**src/dcss_pkg.sv**
```systemverilog
package dcss_pkg;
    localparam int unsigned CLK_MHZ = 250;
    localparam int unsigned HOLD_MS = 36;
    localparam int unsigned HOLD_CYC = HOLD_MS * 1000 * CLK_MHZ;
    localparam int unsigned PROBE_TIMEOUT = 4096;
    localparam int unsigned BLK_WVGA = 8;
    localparam int unsigned BLK_720P = 12;
    localparam int unsigned BLK_1080P = 16;
    // Array size codes
    localparam logic [1:0] ARR_WVGA = 2'h0;
    localparam logic [1:0] ARR_QHD = 2'h1;
    localparam logic [1:0] ARR_720P = 2'h2;
    localparam logic [1:0] ARR_1080P = 2'h3;
    // Interrupt status bit positions
    localparam int unsigned EV_BOOTED = 0;
    localparam int unsigned EV_ID_FAIL = 1;
    localparam int unsigned EV_ABORT = 2;
    localparam int unsigned EV_PARK = 3;
    localparam int unsigned EV_W = 4;
    localparam logic [EV_W-1:0] MASK_RST = 4'h0;
    // Identity checks
    typedef struct packed {
        logic ctrl_ok;
        logic array_ok;
        logic pmic_ok;
    } dcss_ids_t;
    typedef struct packed {
        logic core_en;
        logic rest_en;
        logic hold_en;
    } dcss_supply_t;
endpackage

```
**src/dcss_sync.sv**
```systemverilog
`timescale 1ns/1ps
module dcss_sync #(
    parameter int W = 1
) (
    input wire logic clk,
    input wire logic rst,
    input wire logic [W-1:0] d,
    output logic [W-1:0] q
);
    logic [W-1:0] m_q;
    always_ff @(posedge clk)
    begin
        if (rst)
        begin
            m_q <= '0;
            q <= '0;
        end
        else
        begin
            m_q <= d;
            q <= m_q;
        end
    end
endmodule

```
**src/dcss_blkseq.sv**
```systemverilog
`timescale 1ns/1ps
module dcss_blkseq (
    input wire logic clk,
    input wire logic rst,
    input wire logic [1:0] arr_size,
    input wire logic run,
    input wire logic step,
    output logic [15:0] blk_onehot
);
    function automatic logic [4:0] blk_count(input logic [1:0] s);
        unique case (s)
            dcss_pkg::ARR_720P: blk_count = 5'(dcss_pkg::BLK_720P);
            dcss_pkg::ARR_1080P: blk_count = 5'(dcss_pkg::BLK_1080P);
            default: blk_count = 5'(dcss_pkg::BLK_WVGA);
        endcase
    endfunction
    logic [3:0] idx_q;
    always_ff @(posedge clk)
    begin
        if (rst || !run)
            idx_q <= 4'h0;
        else if (step)
        begin
            // Wrap at the block count for the array size
            if (5'(idx_q) + 5'h1 >= blk_count(arr_size))
                idx_q <= 4'h0;
            else
                idx_q <= idx_q + 4'h1;
        end
    end
    always_ff @(posedge clk)
    begin
        if (rst || !run)
            blk_onehot <= 16'h0000;
        else
            blk_onehot <= 16'h0001 << idx_q; // single block only
    end
endmodule

```
**src/dcss_top.sv**
```systemverilog
`timescale 1ns/1ps
module dcss_top #(
    parameter int unsigned HOLD_CYCLES = dcss_pkg::HOLD_CYC,
    parameter int unsigned PROBE_CYCLES = dcss_pkg::PROBE_TIMEOUT
) (
    // Clock and reset
    input wire logic CLK,
    input wire logic RST,
    // Power chip pins
    input wire logic SYSTEM_POWER_GOOD,
    input wire logic PROJECTOR_POWER_REQUEST,
    input wire logic MIRROR_PARK_N,
    // Lane straps
    input wire logic [1:0] LANE_STRAP,
    // Array ID probe
    output logic ID_PROBE_START,
    input wire logic ID_PROBE_DONE,
    input wire logic ID_PROBE_OK,
    input wire logic [1:0] ARRAY_SIZE,
    // Identity checks from firmware
    input wire dcss_pkg::dcss_ids_t ID_CHECK,
    // Supplies and array pins
    output dcss_pkg::dcss_supply_t SUPPLY_EN,
    output logic ARRAY_RESET_N,
    output logic [15:0] RESET_BLOCK_SEL,
    input wire logic RESET_BLOCK_STEP,
    // Status
    output logic [2:0] LANE_COUNT_M1,
    output logic ARRAY_CONNECTED,
    output logic BOOT_ABORTED,
    output logic HOST_IRQ_N,
    output logic IRQ,
    // Register port
    input wire logic [1:0] REG_ADDR,
    input wire logic [7:0] REG_WDATA,
    input wire logic REG_WR,
    input wire logic REG_RD,
    output logic [7:0] REG_RDATA
);
    localparam logic [1:0] A_STATUS = 2'h0;
    localparam logic [1:0] A_MASK = 2'h1;
    localparam logic [1:0] A_STATE = 2'h2;

    typedef enum logic [6:0] {
        S_OFF = 7'h01,
        S_CORE = 7'h02,
        S_PROBE = 7'h04,
        S_CHECK = 7'h08,
        S_RUN = 7'h10,
        S_HOLD = 7'h20,
        S_ABORT = 7'h40
    } dcss_state_t;

    logic pwr_s, req_s, park_n_s, probe_done_s, probe_ok_s;
    logic [1:0] strap_s;
    dcss_state_t st_q;
    logic [31:0] cnt_q;
    logic rst_dly_q;
    logic [1:0] lanes_q;
    logic conn_q;
    logic [dcss_pkg::EV_W-1:0] sts_q, mask_q, ev;
    logic booted_q;

    dcss_sync #(.W(5)) u_sync (
        .clk(CLK),
        .rst(RST),
        .d({SYSTEM_POWER_GOOD, PROJECTOR_POWER_REQUEST, MIRROR_PARK_N,
            ID_PROBE_DONE, ID_PROBE_OK}),
        .q({pwr_s, req_s, park_n_s, probe_done_s, probe_ok_s})
    );
    dcss_sync #(.W(2)) u_strap (
        .clk(CLK),
        .rst(RST),
        .d(LANE_STRAP),
        .q(strap_s)
    );

    // Straps latched in the second cycle after synchroniser fills
    always_ff @(posedge CLK)
    begin
        if (RST)
            rst_dly_q <= 1'b0;
        else
            rst_dly_q <= 1'b1;
    end
    logic [1:0] rel_cnt_q;
    always_ff @(posedge CLK)
    begin
        if (RST)
            rel_cnt_q <= 2'h0;
        else if (rst_dly_q && rel_cnt_q != 2'h3)
            rel_cnt_q <= rel_cnt_q + 2'h1;
    end
    always_ff @(posedge CLK)
    begin
        if (RST)
            lanes_q <= 2'h0;
        else if (rel_cnt_q == 2'h2)
            lanes_q <= strap_s; // MSB is higher strap
    end
    assign LANE_COUNT_M1 = {1'b0, lanes_q};

    always_ff @(posedge CLK)
    begin
        if (RST)
        begin
            st_q <= S_OFF;
            cnt_q <= 32'h0;
            conn_q <= 1'b0;
            booted_q <= 1'b0;
        end
        else
        begin
            cnt_q <= cnt_q + 32'h1;
            unique case (st_q)
                S_OFF:
                    if (pwr_s && req_s && rel_cnt_q == 2'h3)
                    begin
                        st_q <= S_CORE;
                        cnt_q <= 32'h0;
                    end
                S_CORE:
                    // Core and hold supplies only, then probe
                    begin
                        st_q <= S_PROBE;
                        cnt_q <= 32'h0;
                    end
                S_PROBE:
                    if (probe_done_s || cnt_q >= PROBE_CYCLES)
                    begin
                        // Failed probe still continues
                        conn_q <= probe_done_s && probe_ok_s;
                        st_q <= S_CHECK;
                    end
                S_CHECK:
                    if (ID_CHECK.ctrl_ok && ID_CHECK.array_ok &&
                        ID_CHECK.pmic_ok)
                    begin
                        st_q <= S_RUN;
                        booted_q <= 1'b1;
                    end
                    else
                        st_q <= S_ABORT;
                S_RUN:
                    if (!req_s || !pwr_s)
                    begin
                        st_q <= S_HOLD;
                        cnt_q <= 32'h0;
                        booted_q <= 1'b0;
                    end
                S_HOLD:
                    // Keep core supplies for shutdown window
                    if (cnt_q >= HOLD_CYCLES - 1)
                        st_q <= S_OFF;
                S_ABORT:
                    if (!req_s)
                        st_q <= S_OFF;
            endcase
        end
    end

    assign SUPPLY_EN.core_en = (st_q != S_OFF) && (st_q != S_ABORT);
    assign SUPPLY_EN.rest_en = (st_q == S_CHECK) || (st_q == S_RUN);
    assign SUPPLY_EN.hold_en = (st_q != S_OFF);
    assign ARRAY_RESET_N = (st_q == S_PROBE) || (st_q == S_CHECK) ||
        (st_q == S_RUN);
    assign ID_PROBE_START = (st_q == S_CORE);
    assign ARRAY_CONNECTED = conn_q;
    assign BOOT_ABORTED = (st_q == S_ABORT);
    assign HOST_IRQ_N = !booted_q; // low once booted

    dcss_blkseq u_blk (
        .clk(CLK),
        .rst(RST),
        .arr_size(ARRAY_SIZE),
        .run(st_q == S_RUN && conn_q),
        .step(RESET_BLOCK_STEP),
        .blk_onehot(RESET_BLOCK_SEL)
    );

    // Events; park low is an error
    always_comb
    begin
        ev = '0;
        ev[dcss_pkg::EV_BOOTED] = (st_q == S_CHECK) && ID_CHECK.ctrl_ok &&
            ID_CHECK.array_ok && ID_CHECK.pmic_ok;
        ev[dcss_pkg::EV_ID_FAIL] = (st_q == S_PROBE) &&
            (probe_done_s || cnt_q >= PROBE_CYCLES) &&
            !(probe_done_s && probe_ok_s);
        ev[dcss_pkg::EV_ABORT] = (st_q == S_CHECK) && !(ID_CHECK.ctrl_ok &&
            ID_CHECK.array_ok && ID_CHECK.pmic_ok);
        ev[dcss_pkg::EV_PARK] = (st_q == S_RUN) && !park_n_s;
    end

    // Set wins over write-one-to-clear
    always_ff @(posedge CLK)
    begin
        if (RST)
            sts_q <= '0;
        else if (REG_WR && REG_ADDR == A_STATUS)
            sts_q <= (sts_q & ~REG_WDATA[dcss_pkg::EV_W-1:0]) | ev;
        else
            sts_q <= sts_q | ev;
    end
    always_ff @(posedge CLK)
    begin
        if (RST)
            mask_q <= dcss_pkg::MASK_RST;
        else if (REG_WR && REG_ADDR == A_MASK)
            mask_q <= REG_WDATA[dcss_pkg::EV_W-1:0];
    end
    assign IRQ = |(sts_q & mask_q);

    always_ff @(posedge CLK)
    begin
        if (RST)
            REG_RDATA <= 8'h00;
        else if (REG_RD)
        begin
            unique case (REG_ADDR)
                A_STATUS: REG_RDATA <= {4'h0, sts_q};
                A_MASK: REG_RDATA <= {4'h0, mask_q};
                A_STATE: REG_RDATA <= {st_q[6:4] != 3'h0, conn_q, lanes_q,
                    st_q[3:0]};
                default: REG_RDATA <= 8'h00;
            endcase
        end
        else
            REG_RDATA <= 8'h00;
    end
endmodule

```
**config.mk**
```make
export PLATFORM = sky130hd
export DESIGN_NAME = dcss_top
export DESIGN_NICKNAME = d
export VERILOG_FILES = /design/src/dcss_pkg.sv /design/src/dcss_sync.sv /design/src/dcss_blkseq.sv /design/src/dcss_top.sv
export SDC_FILE = /design/constraint.sdc
export NUM_CORES = 1
export LEC_CHECK = 0
export BUFFER_PORTS_ARGS = -buffer_cell sky130_fd_sc_hd__buf_2
export CAP_MARGIN = 20
export CORE_UTILIZATION = 35
export DETAILED_ROUTE_END_ITERATION = 16
export RECOVER_POWER = 100
export SYNTH_ARGS = -nofsm -noshare
export SYNTH_HDL_FRONTEND = slang
export SYNTH_SLANG_ARGS = --single-unit
```
**constraint.sdc**
```tcl
create_clock -name CLK -period 3.5 [get_ports CLK]
set_input_delay 0.7 -clock CLK [delete_from_list [all_inputs] [get_ports CLK]]
set_output_delay 0.7 -clock CLK [all_outputs]
set_load 0.01 [all_outputs]
```
Word-level counts from Yosys, hierarchy flattened

Index checks and enable logic that the tools add are counted.

Register bits: 96
Bits in latches: 0
Memory bits (writable): 0
Memory bits (read-only): 0
Word-level logic and storage cells: 110
Memories: 0

$add $sub $neg: 4
$mul: 0
Div/mod/pow operators: 0
$lt $le $gt $ge: 3
Equal/unequal tests: 22
Shift-type cells: 1
Muxes and demuxes: 20
Bitwise logic cells: 6
Reduce and logical (&&, ||, !) cells: 38

Operators by type and width:

| operator                                                             | count |
|---|---|
| case mux 32 bit (3 select lines)                                     | 1 |
| two-way mux 32 bit                                                   | 2 |
| case mux 7 bit (7 select lines)                                      | 1 |
| two-way mux 7 bit                                                    | 6 |
| adder 32 x 1 -> 32 bit (second input constant)                       | 1 |
| greater-or-equal comparator 32 x 13 -> 1 bit (second input constant) | 1 |
| greater-or-equal comparator 32 x 24 -> 1 bit (second input constant) | 1 |
| case mux 8 bit (3 select lines)                                      | 1 |
| logical AND 1 bit                                                    | 17 |
| left shift 1 x 4 -> 16 bit (first input constant)                    | 1 |
| inequality test 2 bit (second input constant)                        | 7 |
| == test 2 bit (second input constant)                                | 5 |
| two-way mux 5 bit                                                    | 2 |
| case mux 5 bit (2 select lines)                                      | 1 |
| AND 4 bit                                                            | 2 |
| two-way mux 4 bit                                                    | 2 |
| OR 4 bit                                                             | 2 |
| == test 7 x 1 -> 1 bit (second input constant)                       | 1 |
| == test 7 x 2 -> 1 bit (second input constant)                       | 1 |
| == test 7 x 3 -> 1 bit (second input constant)                       | 1 |
| == test 7 x 4 -> 1 bit (second input constant)                       | 1 |
| == test 7 x 5 -> 1 bit (second input constant)                       | 1 |
| == test 7 x 6 -> 1 bit (second input constant)                       | 1 |
| == test 7 bit (second input constant)                                | 1 |
| 21 further kinds                                                     | 34 |

Depth between registers and ports, before layout

Gate-level depths: netlist (run 1).

Word-level depth: 7
Gate-level depth with buffers: 8

Modules after synthesis

From an unflattened synthesis (run 1), not the netlist that was laid out.

Cells, all modules: 437
Area total of the unflattened synthesis: 4154.0 sq um

Modules (own cells, without submodules):

| module               | instances | cells each | area each (sq um) |
|---|---|---|---|
| dcss_top             | 1         | 327        | 2911.5 |
| dcss_blkseq          | 1         | 82         | 874.6 |
| dcss_sync at u_sync  | 1         | 20         | 262.8 |
| dcss_sync at u_strap | 1         | 8          | 105.1 |

Worst setup path after synthesis (run 1)

No wires, ideal clock.

Path type: register to register
From: reg u_blk.idx_q[0]
To: reg u_blk.idx_q[0]
Data arrival time: 1.888 ns
Slack: 1.547 ns
Stages on the path, launching flop included: 9
Buffers on the path: 0
Cells stage by stage: dfxtp_1 -> ha_1 -> ha_1 -> ha_1 -> a21bo_2 -> a21oi_1 -> o21ai_0 -> mux2_2 -> nor2_1

Longest elaborated chain between the ends: 3

RTL lines:

| what                              | line              | text |
|---|---|---|
| from (decl)                       | dcss_blkseq.sv:17 | `logic [3:0] idx_q;` |
| from (signal assigned)            | dcss_blkseq.sv:28 | `idx_q <= idx_q + 4'h1;` |
| adder 4 x 1 -> 5 bit              | dcss_blkseq.sv:25 | `if (5'(idx_q) + 5'h1 >= blk_count(arr_size))` |
| greater-or-equal comparator 5 bit | dcss_blkseq.sv:25 |  |
| two-way mux 4 bit *               | dcss_blkseq.sv:25 |  |

Mark *: on every way between the ends. The rest lies on a longest branch, timed or not.
A chain may end at the register's enable or synchronous reset.

Final worst setup path (run 1)

From: reg st_q[2]
To: out ARRAY_RESET_N

Longest elaborated chain between the ends: 3

RTL lines:

| what                                                             | line            | text |
|---|---|---|
| from (decl)                                                      | dcss_top.sv:56  | `dcss_state_t st_q;` |
| from (signal assigned)                                           | dcss_top.sv:107 | `st_q <= S_OFF;` |
| from (signal assigned)                                           | dcss_top.sv:119 | `st_q <= S_CORE;` |
| from (signal assigned)                                           | dcss_top.sv:125 | `st_q <= S_PROBE;` |
| == test 7 x 3 -> 1 bit or == test 7 x 4 -> 1 bit (tied branches) | dcss_top.sv:165 | `assign ARRAY_RESET_N = (st_q == S_PROBE) \|\| (st_q == S_CHECK) \|\|` |
| logical OR 1 bit                                                 | dcss_top.sv:165 |  |
| logical OR 1 bit *                                               | dcss_top.sv:165 |  |
| to (decl)                                                        | dcss_top.sv:24  | `output logic ARRAY_RESET_N,` |

Marked as above.

==> reports/summary.md, run 1 <==
Setup repair after global routing left no endpoint under its margin. For the cell row count, the log shows 39. For this run, the number of standard cells in the final layout without fillers is 653. The flow ran to the end, but the final reports show violations. Cell accounting for the most synthesized area: sky130_fd_sc_hd__dfxtp_1.

The global-route total usage across every layer is 14.57%. TritonCTS built the clock tree. Among all cell types in the netlist, the one instantiated most often is sky130_fd_sc_hd__dfxtp_1. Vias per cell: 4.939. Once the floorplan was initialized, standard cells occupied 35.85% of the core. The share of Yosys cell area claimed by the top area cell type works out to 46.94%. Yosys printed 0 warnings. The initial antenna violation count is 0. The flip-flop and latch count after synthesis is 96, and the leakage power is 0.001875 uW. The slack of the critical path was 0.9107 ns; the sum of negative setup slack was 0 ns. In this run, CTS created clock tree buffers numbering 9. The die covers 0.01213 sq mm. 63 I/O pins were placed.

The logs give 41.57% for the utilization after layout and 0.005113 ns for the post-route clock skew. The clock tree root buffer cell is sky130_fd_sc_hd__clkbuf_16. The internal reg-to-reg setup slack is 1.25 ns, and the number of cells produced by synthesis is 451.

For this run the aggregate overflow at the end of global routing stands at 0. The iteration count of the initial detailed-routing pass is 10, and the data arrival time at the worst-slack endpoint is 1.89 ns. The logs give 386.2 MHz for the highest achievable clock rate and 0.01142 sq mm for the area inside the core boundary. Summing the sequential cell areas from Yosys gives 46.94% of the chip area. The count of fill cells added during filler insertion is 1179, and the synthesized net count is 492. The number of different library cells used by synthesis comes to 56. Entering global routing, the biggest net connects 37 pins. The number of flops mapped to enable cells by yosys was 0.

The worst-path maximum fanout works out to 7. The category of the most critical setup path was flip-flop to output pin. STA classifies the critical path startpoint as a flip-flop. Once detailed placement completed, the half-perimeter wirelength came to 6011 um.

The H-tree generated during clock tree synthesis spans 3 levels. Averaged over all synthesized cells, the footprint is 9.077 sq um. In this run, post-CTS repair resized a total of 0 instances. The final setup violation count was 0; the remaining antenna violation count after routing was 0.

For the number of maximum-capacitance constraint violations, the log shows 1. Layout-stage area growth over the synthesis result: 15.95%. Type of destination of the critical path: an output pin.

Number of post-CTS setup repair buffers: 0. The dominant synthesized flop cell is sky130_fd_sc_hd__dfxtp_1. Once layout is done, the placed cells without fillers occupy 0.004747 sq mm. In the synthesized netlist, the cells that appear most often are sky130_fd_sc_hd__dfxtp_1, sky130_fd_sc_hd__nor2_1, sky130_fd_sc_hd__nand2_1. The final critical path takes up 73.98% of the cycle. Buffers placed on the I/O ports in this run total 57. The wire length of the first global-routing pass was 13700 um.

The logs give 0 for the antenna diode instance count and 96 for the total clock sinks. Clock-pin slew was measured on the worst setup and hold paths at 0.06 ns. At the placement stage, the worst setup path has a slack of 1.337 ns. The post-route netlist has 10.78% of its cells at a drive strength greater than 1.

The final critical-path required period works out to 2.589 ns. The x dimension of the die was 110.2 um. For the maximum count of clock buffers along a single path, the log shows 2. The final reports fail on DRC, capacitance limit, slew limit. The slew of the pin with the lowest slew margin works out to 1.567 ns. After clock tree synthesis, the flow added hold-fix buffers numbering 0. Power spread over the standard cell area amounts to 479.6 mW/mm^2.

Sorting the synthesized cells by area gives the leading types as sky130_fd_sc_hd__dfxtp_1, sky130_fd_sc_hd__nor2_1, sky130_fd_sc_hd__xor2_1, sky130_fd_sc_hd__ha_1, sky130_fd_sc_hd__nand2_1. The logs give 37 for the final count of pins violating max slew and 0 for the hold violation total from the final report. The number of placed instances, taps included, is 637.

After the last flow step, the layout net total stands at 546. The tools report the required arrival time at the worst endpoint as 2.80 ns. In this run the worst hold path is classified as flip-flop to flip-flop. The final routed wire length divided by cell count came out at 12.91 um. For this run, design rule violations remaining after detail routing come to 2.

For the final RePlAce weighted congestion, the log shows 0.8393. The via count of the first global-routing pass came out at 2958. Measured against its own limit, the worst slew margin works out to -4.461%. The die is 110.2 um tall. After the first detailed-routing iteration, the DRC count stood at 197.

The largest vdd supply drop came out at 0.3491 mV. The post-detailed-placement cell area came out at 0.004489 sq mm. For the worst-skew pair, the clock arrives at the later sink with an insertion delay of 0.33 ns. For the post-detailed-routing wire length, the log shows 8433 um.

The async set-or-reset flop fraction in the synthesized netlist was 0%; the number of vias after detailed routing was 3225. The mapped netlist covers 0.004094 sq mm.
-- per-stage QoR --
step                power (uW)  hold slack [ns]
global placement          1287           0.4247
floorplan                 1246           0.4138
CTS                       2313           0.4410
finish                    2277           0.4360
detailed placement        1291           0.4251
global route              2371           0.4515
-- placed cells by master (no fill, tap or decap), types with 2 or more instances in the layout --
cell                         n
sky130_fd_sc_hd__inv_1      13
sky130_fd_sc_hd__a22oi_1     2
sky130_fd_sc_hd__xnor2_1     9
sky130_fd_sc_hd__nand2_1    38
sky130_fd_sc_hd__ha_1       14
sky130_fd_sc_hd__nor4_1      8
sky130_fd_sc_hd__nand3_2     3
sky130_fd_sc_hd__nand3_1    23
sky130_fd_sc_hd__nor2_1     68
sky130_fd_sc_hd__nor3_1      8
sky130_fd_sc_hd__mux2i_1     7
sky130_fd_sc_hd__o211ai_1    2
sky130_fd_sc_hd__clkbuf_1   34
sky130_fd_sc_hd__xor2_1     22
sky130_fd_sc_hd__nor3_4      2
sky130_fd_sc_hd__and2_1      4
sky130_fd_sc_hd__and3_1     13
sky130_fd_sc_hd__clkbuf_8    3
sky130_fd_sc_hd__nand4_1    15
sky130_fd_sc_hd__o21ai_0     6
sky130_fd_sc_hd__a2bb2oi_1   2
sky130_fd_sc_hd__nor2b_1    21
sky130_fd_sc_hd__and2_0      3
sky130_fd_sc_hd__a21oi_1    20
sky130_fd_sc_hd__buf_2      23
sky130_fd_sc_hd__dfxtp_1    96
sky130_fd_sc_hd__a211oi_1    2
sky130_fd_sc_hd__clkbuf_16   9
sky130_fd_sc_hd__or3_1       3
sky130_fd_sc_hd__nand2b_1    2
sky130_fd_sc_hd__and4b_2     2
sky130_fd_sc_hd__nor3b_1     5
-- cells by family (layout without fill, tap and decap cells) --
kind of cell / Yosys count / count (layout) / synth area share (%)
AOI/OAI and AO/OA: 42 / 42 / 6.327
xor gates and xnor gates: 31 / 31 / 6.632
adders and majority gates: 14 / 14 / 4.279
buffers and inverters: 28 / 87 / 3.056
DFF: 96 / 96 / 46.94
muxes: 8 / 8 / 1.987
other: 1 / 1 / 0.09160
and+or+nand+nor: 231 / 231 / 30.68
-- flip-flops by register name, summed over array words and instances (netlist names) --
| signal | cells |
|---|---|
| booted_q | 1 |
| u_sync.m_q | 5 |
| sts_q | 4 |
| u_strap.q | 2 |
| rel_cnt_q | 2 |
| u_sync.q | 5 |
| REG_RDATA | 8 |
| st_q | 7 |
| u_blk.blk_onehot | 16 |
| mask_q | 4 |
| rst_dly_q | 1 |
| lanes_q | 2 |
| u_blk.idx_q | 4 |
| u_strap.m_q | 2 |
| ARRAY_CONNECTED | 1 |
| cnt_q | 32 |
-- where the power goes --
group | internal [uW] | switching (uW)
logic | 54.8 | 77.1
clock network | 612 | 402
registers | 1110 | 16.5
-- critical path, cell delays in order (launching register included) --
cell and delay [ns]:
sky130_fd_sc_hd__dfxtp_1 0.37, sky130_fd_sc_hd__nor4_1 0.39, sky130_fd_sc_hd__and3_1 0.37, sky130_fd_sc_hd__or3_1 0.20
sky130_fd_sc_hd__clkbuf_1 0.22
-- worst paths after layout --
kind,from,endpoint,cells after the start
max,st_q[2],ARRAY_RESET_N,4
max reg2reg,st_q[1],cnt_q[17],6
min,u_sync.m_q[3],u_sync.q[3],1
min reg2reg,u_sync.m_q[3],u_sync.q[3],1
-- final cells by class --
type / instances / area [sq um] / area share [%]
Sequential cell: 96 / 1922 / 40.48
Timing Repair Buffer: 58 / 247.7 / 5.219
Clock inverter: 4 / 51.30 / 1.081
Inverter: 13 / 48.80 / 1.028
Multi-Input combinational cell: 327 / 2032 / 42.80
Tap cell: 143 / 178.9 / 3.769
Clock buffer: 12 / 266.5 / 5.614
-- metal layers --
metal / vias up / part of all wire, % / track usage [%] / routed length, um
met4: 0 / 1.5 / 5.639 / 130
met1: 1501 / 49 / 18.88 / 4106
li1: 1650 / - / - / -
met5: - / 0 / 0 / 0
met2: 65 / 46 / 23.21 / 3889
met3: 9 / 3.6 / 3.704 / 306
No activity file was read; power rests on OpenSTA's default activity.
==> inputs of run 2 (changes only) <==
- ABC_AREA: not set -> 1
- clock period: 3.5 -> 2.3 ns (I/O delays scaled with it)
==> run 2 against run 1 <==
The flow now finishes without violations. Sequential share of layout area shrank 3.2 points. Via count grew 18%. Worst hold slack lost 0.12 ns. Routed wire length grew 9.9%. Cell count grew 27%. Highest routed layer unchanged.
==> reports/summary.md, run 2 <==
The final routed wire length divided by cell count is 11.19 um (-13%). The category of the most critical setup path was flip-flop to output pin. The final instance area is 0.005161 sq mm (+8.7%). The most numerous cell on the critical path was sky130_fd_sc_hd__inv_1. On the critical path, the stage with the largest delay is an instance of sky130_fd_sc_hd__dfxtp_1. The vias per cell is 4.577 (-7.3%). The via count of the first global-routing pass is 3485 (+18%). The number of flops mapped to enable cells by yosys was 0 (unchanged); the hold violation total from the final report was 0 (unchanged). The logs give 812 (+27%) for the instance count after placement with tap cells included and 46 (-18%) for the count of cell types in the netlist. The run gives 0.01317 sq mm (+8.6%) as the total die area. For the number of maximum-capacitance constraint violations, the log shows 0 (-1).

The run gives 152 (-23%) as the count of routing violations after the opening detailed-route iteration. The tools report the area inside the core boundary as 0.01221 sq mm (+6.9%). The share of Yosys cell area claimed by the top area cell type works out to 43.17% (-3.8 points). The fraction of the yosys area taken by sequential cells was 43.17% (-3.8 points); the layout-stage area growth over the synthesis result was 15.94% (about the same). The register with the most flip-flops in the final layout is cnt_q. The final count of pins violating max slew came out at 0 (-100%).

STA classifies the critical path endpoint as an output pin. The min-delay analysis places its worst path in the category primary input to flip-flop. The antenna diode instance count is 0 (unchanged), and the count of pins on the block boundary is 63 (unchanged).

The post-detailed-placement cell area is 0.004896 sq mm (+9.1%). Non-filler instance count after layout: 828 (+27%). For the wire length of the first global-routing pass, the log shows 15960 um (+17%). The logs give 0 (unchanged) for the total global routing overflow and 0 (unchanged) for the number of warnings printed during yosys synthesis. The worst-path maximum fanout is 8 (+1). The layout cell share with drive strength beyond 1 is 11.82% (+1.0 points), and the post-route clock skew is 0.008608 ns (+0.003495 ns).

The share of the clock period used by the worst path is 92.57%, and the number of vias after detailed routing is 3790 (+18%). The post-detailed-routing wire length was 9269 um (+9.9%). The highest achievable clock rate was 469.7 MHz.

The tools report the count of unresolved DRC violations after routing as 0 (-2). The run finished with clean final reports. The critical path goes through inv_1 -> nand2_1 -> nor2_4 -> nand4_1 -> inv_1 -> nor2_1 -> inv_1 -> buf_2.

STA classifies the critical path startpoint as a flip-flop. The final setup violation count is 0 (unchanged), and the async set-or-reset flop fraction in the synthesized netlist is 0% (unchanged). Slew of the pin with the lowest slew margin: 1.178 ns (-0.3885 ns). The required arrival time at the worst endpoint is 1.84 ns (-0.96 ns). The number of buffers added on ports works out to 57 (unchanged). For the global-route total usage across every layer, the log shows 15.16% (+0.59 points). The kind of cell with the highest combined delay along the critical path is simple AND/OR/NAND/NOR gates.

After layout, the minimum clock period comes to 2.129 ns. sky130_fd_sc_hd__nor2_1 is the most common cell in the netlist. The number of buffer and inverter stages on the critical path was 4 (+3). The worst stage delay on the critical path was 0.33 ns (-0.06 ns); the sum of negative setup slack was 0 ns (unchanged). sky130_fd_sc_hd__dfxtp_1 takes more of the synthesized area than any other cell. The starting density of the core is 36.45% (+0.60 points), and the count of nets after finishing is 696 (+27%). The initial antenna violation count is 0 (unchanged). The largest net degree at the start of global routing came out at 27 (-27%). The iteration count of the initial detailed-routing pass came out at 4 (-6). Number of cells produced by synthesis: 597 (+32%). Setup repair after global routing left no endpoint under its margin.

In the final layout, the registers with the most flip-flops are cnt_q (32), u_blk.blk_onehot (16), REG_RDATA (8). The logs give 0.34 ns (about the same) for the source-to-sink clock delay at the later pin of the worst-skew pair and 638 (+30%) for the synthesized net count. TritonCTS built the clock tree.

The data arrival time at the worst-slack endpoint is 1.67 ns (-0.22 ns), and the utilization after layout is 42.26% (+0.69 points). The clock tree root buffer cell was sky130_fd_sc_hd__clkbuf_16. The tools report the number of CTS-inserted buffers as 9 (unchanged).

The x dimension of the die was 114.8 um (+4.2%); the post-synth design cell area was 0.004452 sq mm (+8.7%). The remaining antenna violation count after routing was 0 (unchanged). Final RePlAce weighted congestion: 0.8393 (unchanged).

The total half-perimeter wirelength after legalization and detailed placement came out at 7074 um (+18%). The largest vdd supply drop is 0.3123 mV (-11%), and the power density relative to cell area is 814.2 mW/mm^2 (+70%). The flip-flop and latch count after synthesis was 96 (unchanged). For the relative max-transition margin, the log shows 21.44% (+26 points).

Leakage power: 0.002200 uW (+17%). The total clock sinks is 96 (unchanged), and the synthesized area per cell is 7.457 sq um (-18%). The most used flip-flop cell after synthesis is sky130_fd_sc_hd__dfxtp_1.

The clock transition at the registers of the reported paths works out to 0.07 ns (about the same). The flip-flop count of the largest register after layout is 32 (unchanged). The die height was 114.8 um (+4.2%). The maximum count of clock buffers along a single path was 2 (unchanged). The top cell types in the final layout, fill and taps aside, are sky130_fd_sc_hd__nand2_1, sky130_fd_sc_hd__nor2_1, sky130_fd_sc_hd__dfxtp_1. Yosys attributes the largest share of cell area to sky130_fd_sc_hd__dfxtp_1, sky130_fd_sc_hd__nor2_1, sky130_fd_sc_hd__nand2_1, sky130_fd_sc_hd__inv_1, sky130_fd_sc_hd__ha_1. The H-tree level count came out at 3 (unchanged). The commonest cells after synthesis are sky130_fd_sc_hd__nor2_1, sky130_fd_sc_hd__nand2_1, sky130_fd_sc_hd__dfxtp_1. The cell row count came out at 40 (+2.6%).
[run 2: cell types whose count changed in the layout (fill, tap and decap cells not counted), moves of 8 or more]
cell / before / now
sky130_fd_sc_hd__and3_1: 13 / 2
sky130_fd_sc_hd__nor2_1: 68 / 106
sky130_fd_sc_hd__nor2b_1: 21 / 0
sky130_fd_sc_hd__nand3_1: 23 / 35
sky130_fd_sc_hd__nor2_2: 1 / 9
sky130_fd_sc_hd__nor3_1: 8 / 25
sky130_fd_sc_hd__nand2_1: 38 / 106
sky130_fd_sc_hd__nor4_1: 8 / 0
sky130_fd_sc_hd__inv_1: 13 / 81
sky130_fd_sc_hd__xor2_1: 22 / 10
[run 2: routing by layer]
metal,GRT usage [%],part of all wire (%),vias up
met3,2.952,3.0,9
met5,0,0,-
met2,25.33,48,63
li1,-,-,2008
met1,19.57,48,1710
met4,5.281,1.4,0
[run 2: logic make-up after synthesis]
family | Yosys count | synth area share (%)
fa+ha+maj | 14 | 3.935
flops | 96 | 43.17
simple gates | 321 | 34.46
buf+inv | 100 | 9.050
other cells | 1 | 0.08424
xor+xnor | 15 | 2.951
compound gates | 50 | 6.352
[run 2: final cells by class]
class | count | area (sq um)
clock buffer | 9 | 225.2
clock inverter | 7 | 95.09
fill | 1311 | 7051
inverter | 87 | 329.1
multi-input combinational | 401 | 2125
sequential | 96 | 1922
tap | 168 | 210.2
timing repair buffer | 60 | 255.2
[run 2: path summary, 6_finish.rpt]
check	start	slack, ns	depth (start not counted)	end
worst max-delay path	st_q[4]	0.17	8	ARRAY_RESET_N
worst max register to register	u_blk.idx_q[0]	0.25	10	u_blk.idx_q[2]
worst min-delay path	SYSTEM_POWER_GOOD	0.32	3	u_sync.m_q[4]
worst min register to register	u_sync.m_q[0]	0.40	2	u_sync.q[0]
[run 2: timing repair]
action,CTS,global route
resized for setup,0,1
endpoints found under the setup margin,0,3
buffers inserted,0,0
hold buffers,0,0
[run 2: through the flow]
stage / total power, uW / hold WS (ns) / setup WS, ns
final: 4202 / 0.3201 / 0.1709
after detailed placement: 2676 / 0.3916 / 0.1438
after CTS: 4278 / 0.3124 / 0.1139
after global routing: 4447 / 0.3135 / 0.04978
after global placement: 2659 / 0.3914 / 0.2001
after floorplan: 2470 / 0.3883 / 0.1016
[run 2: power by group]
part           internal [uW]  switching, uW  leakage (uW)
logic                    249            551       0.00127
registers               1740           60.6      0.000779
clock network            955            645      0.000156
[run 2: worst reg2reg max path, cell delays in order (launching register included)]
cell and delay [ns]:
sky130_fd_sc_hd__dfxtp_1 0.46, sky130_fd_sc_hd__ha_1 0.27, sky130_fd_sc_hd__ha_1 0.28, sky130_fd_sc_hd__ha_1 0.30, sky130_fd_sc_hd__nand2_1 0.06, sky130_fd_sc_hd__nand2_1 0.04, sky130_fd_sc_hd__a21oi_1 0.12, sky130_fd_sc_hd__nor2_1 0.06
sky130_fd_sc_hd__nor3_2 0.20, sky130_fd_sc_hd__nand2_1 0.09, sky130_fd_sc_hd__a21oi_1 0.12
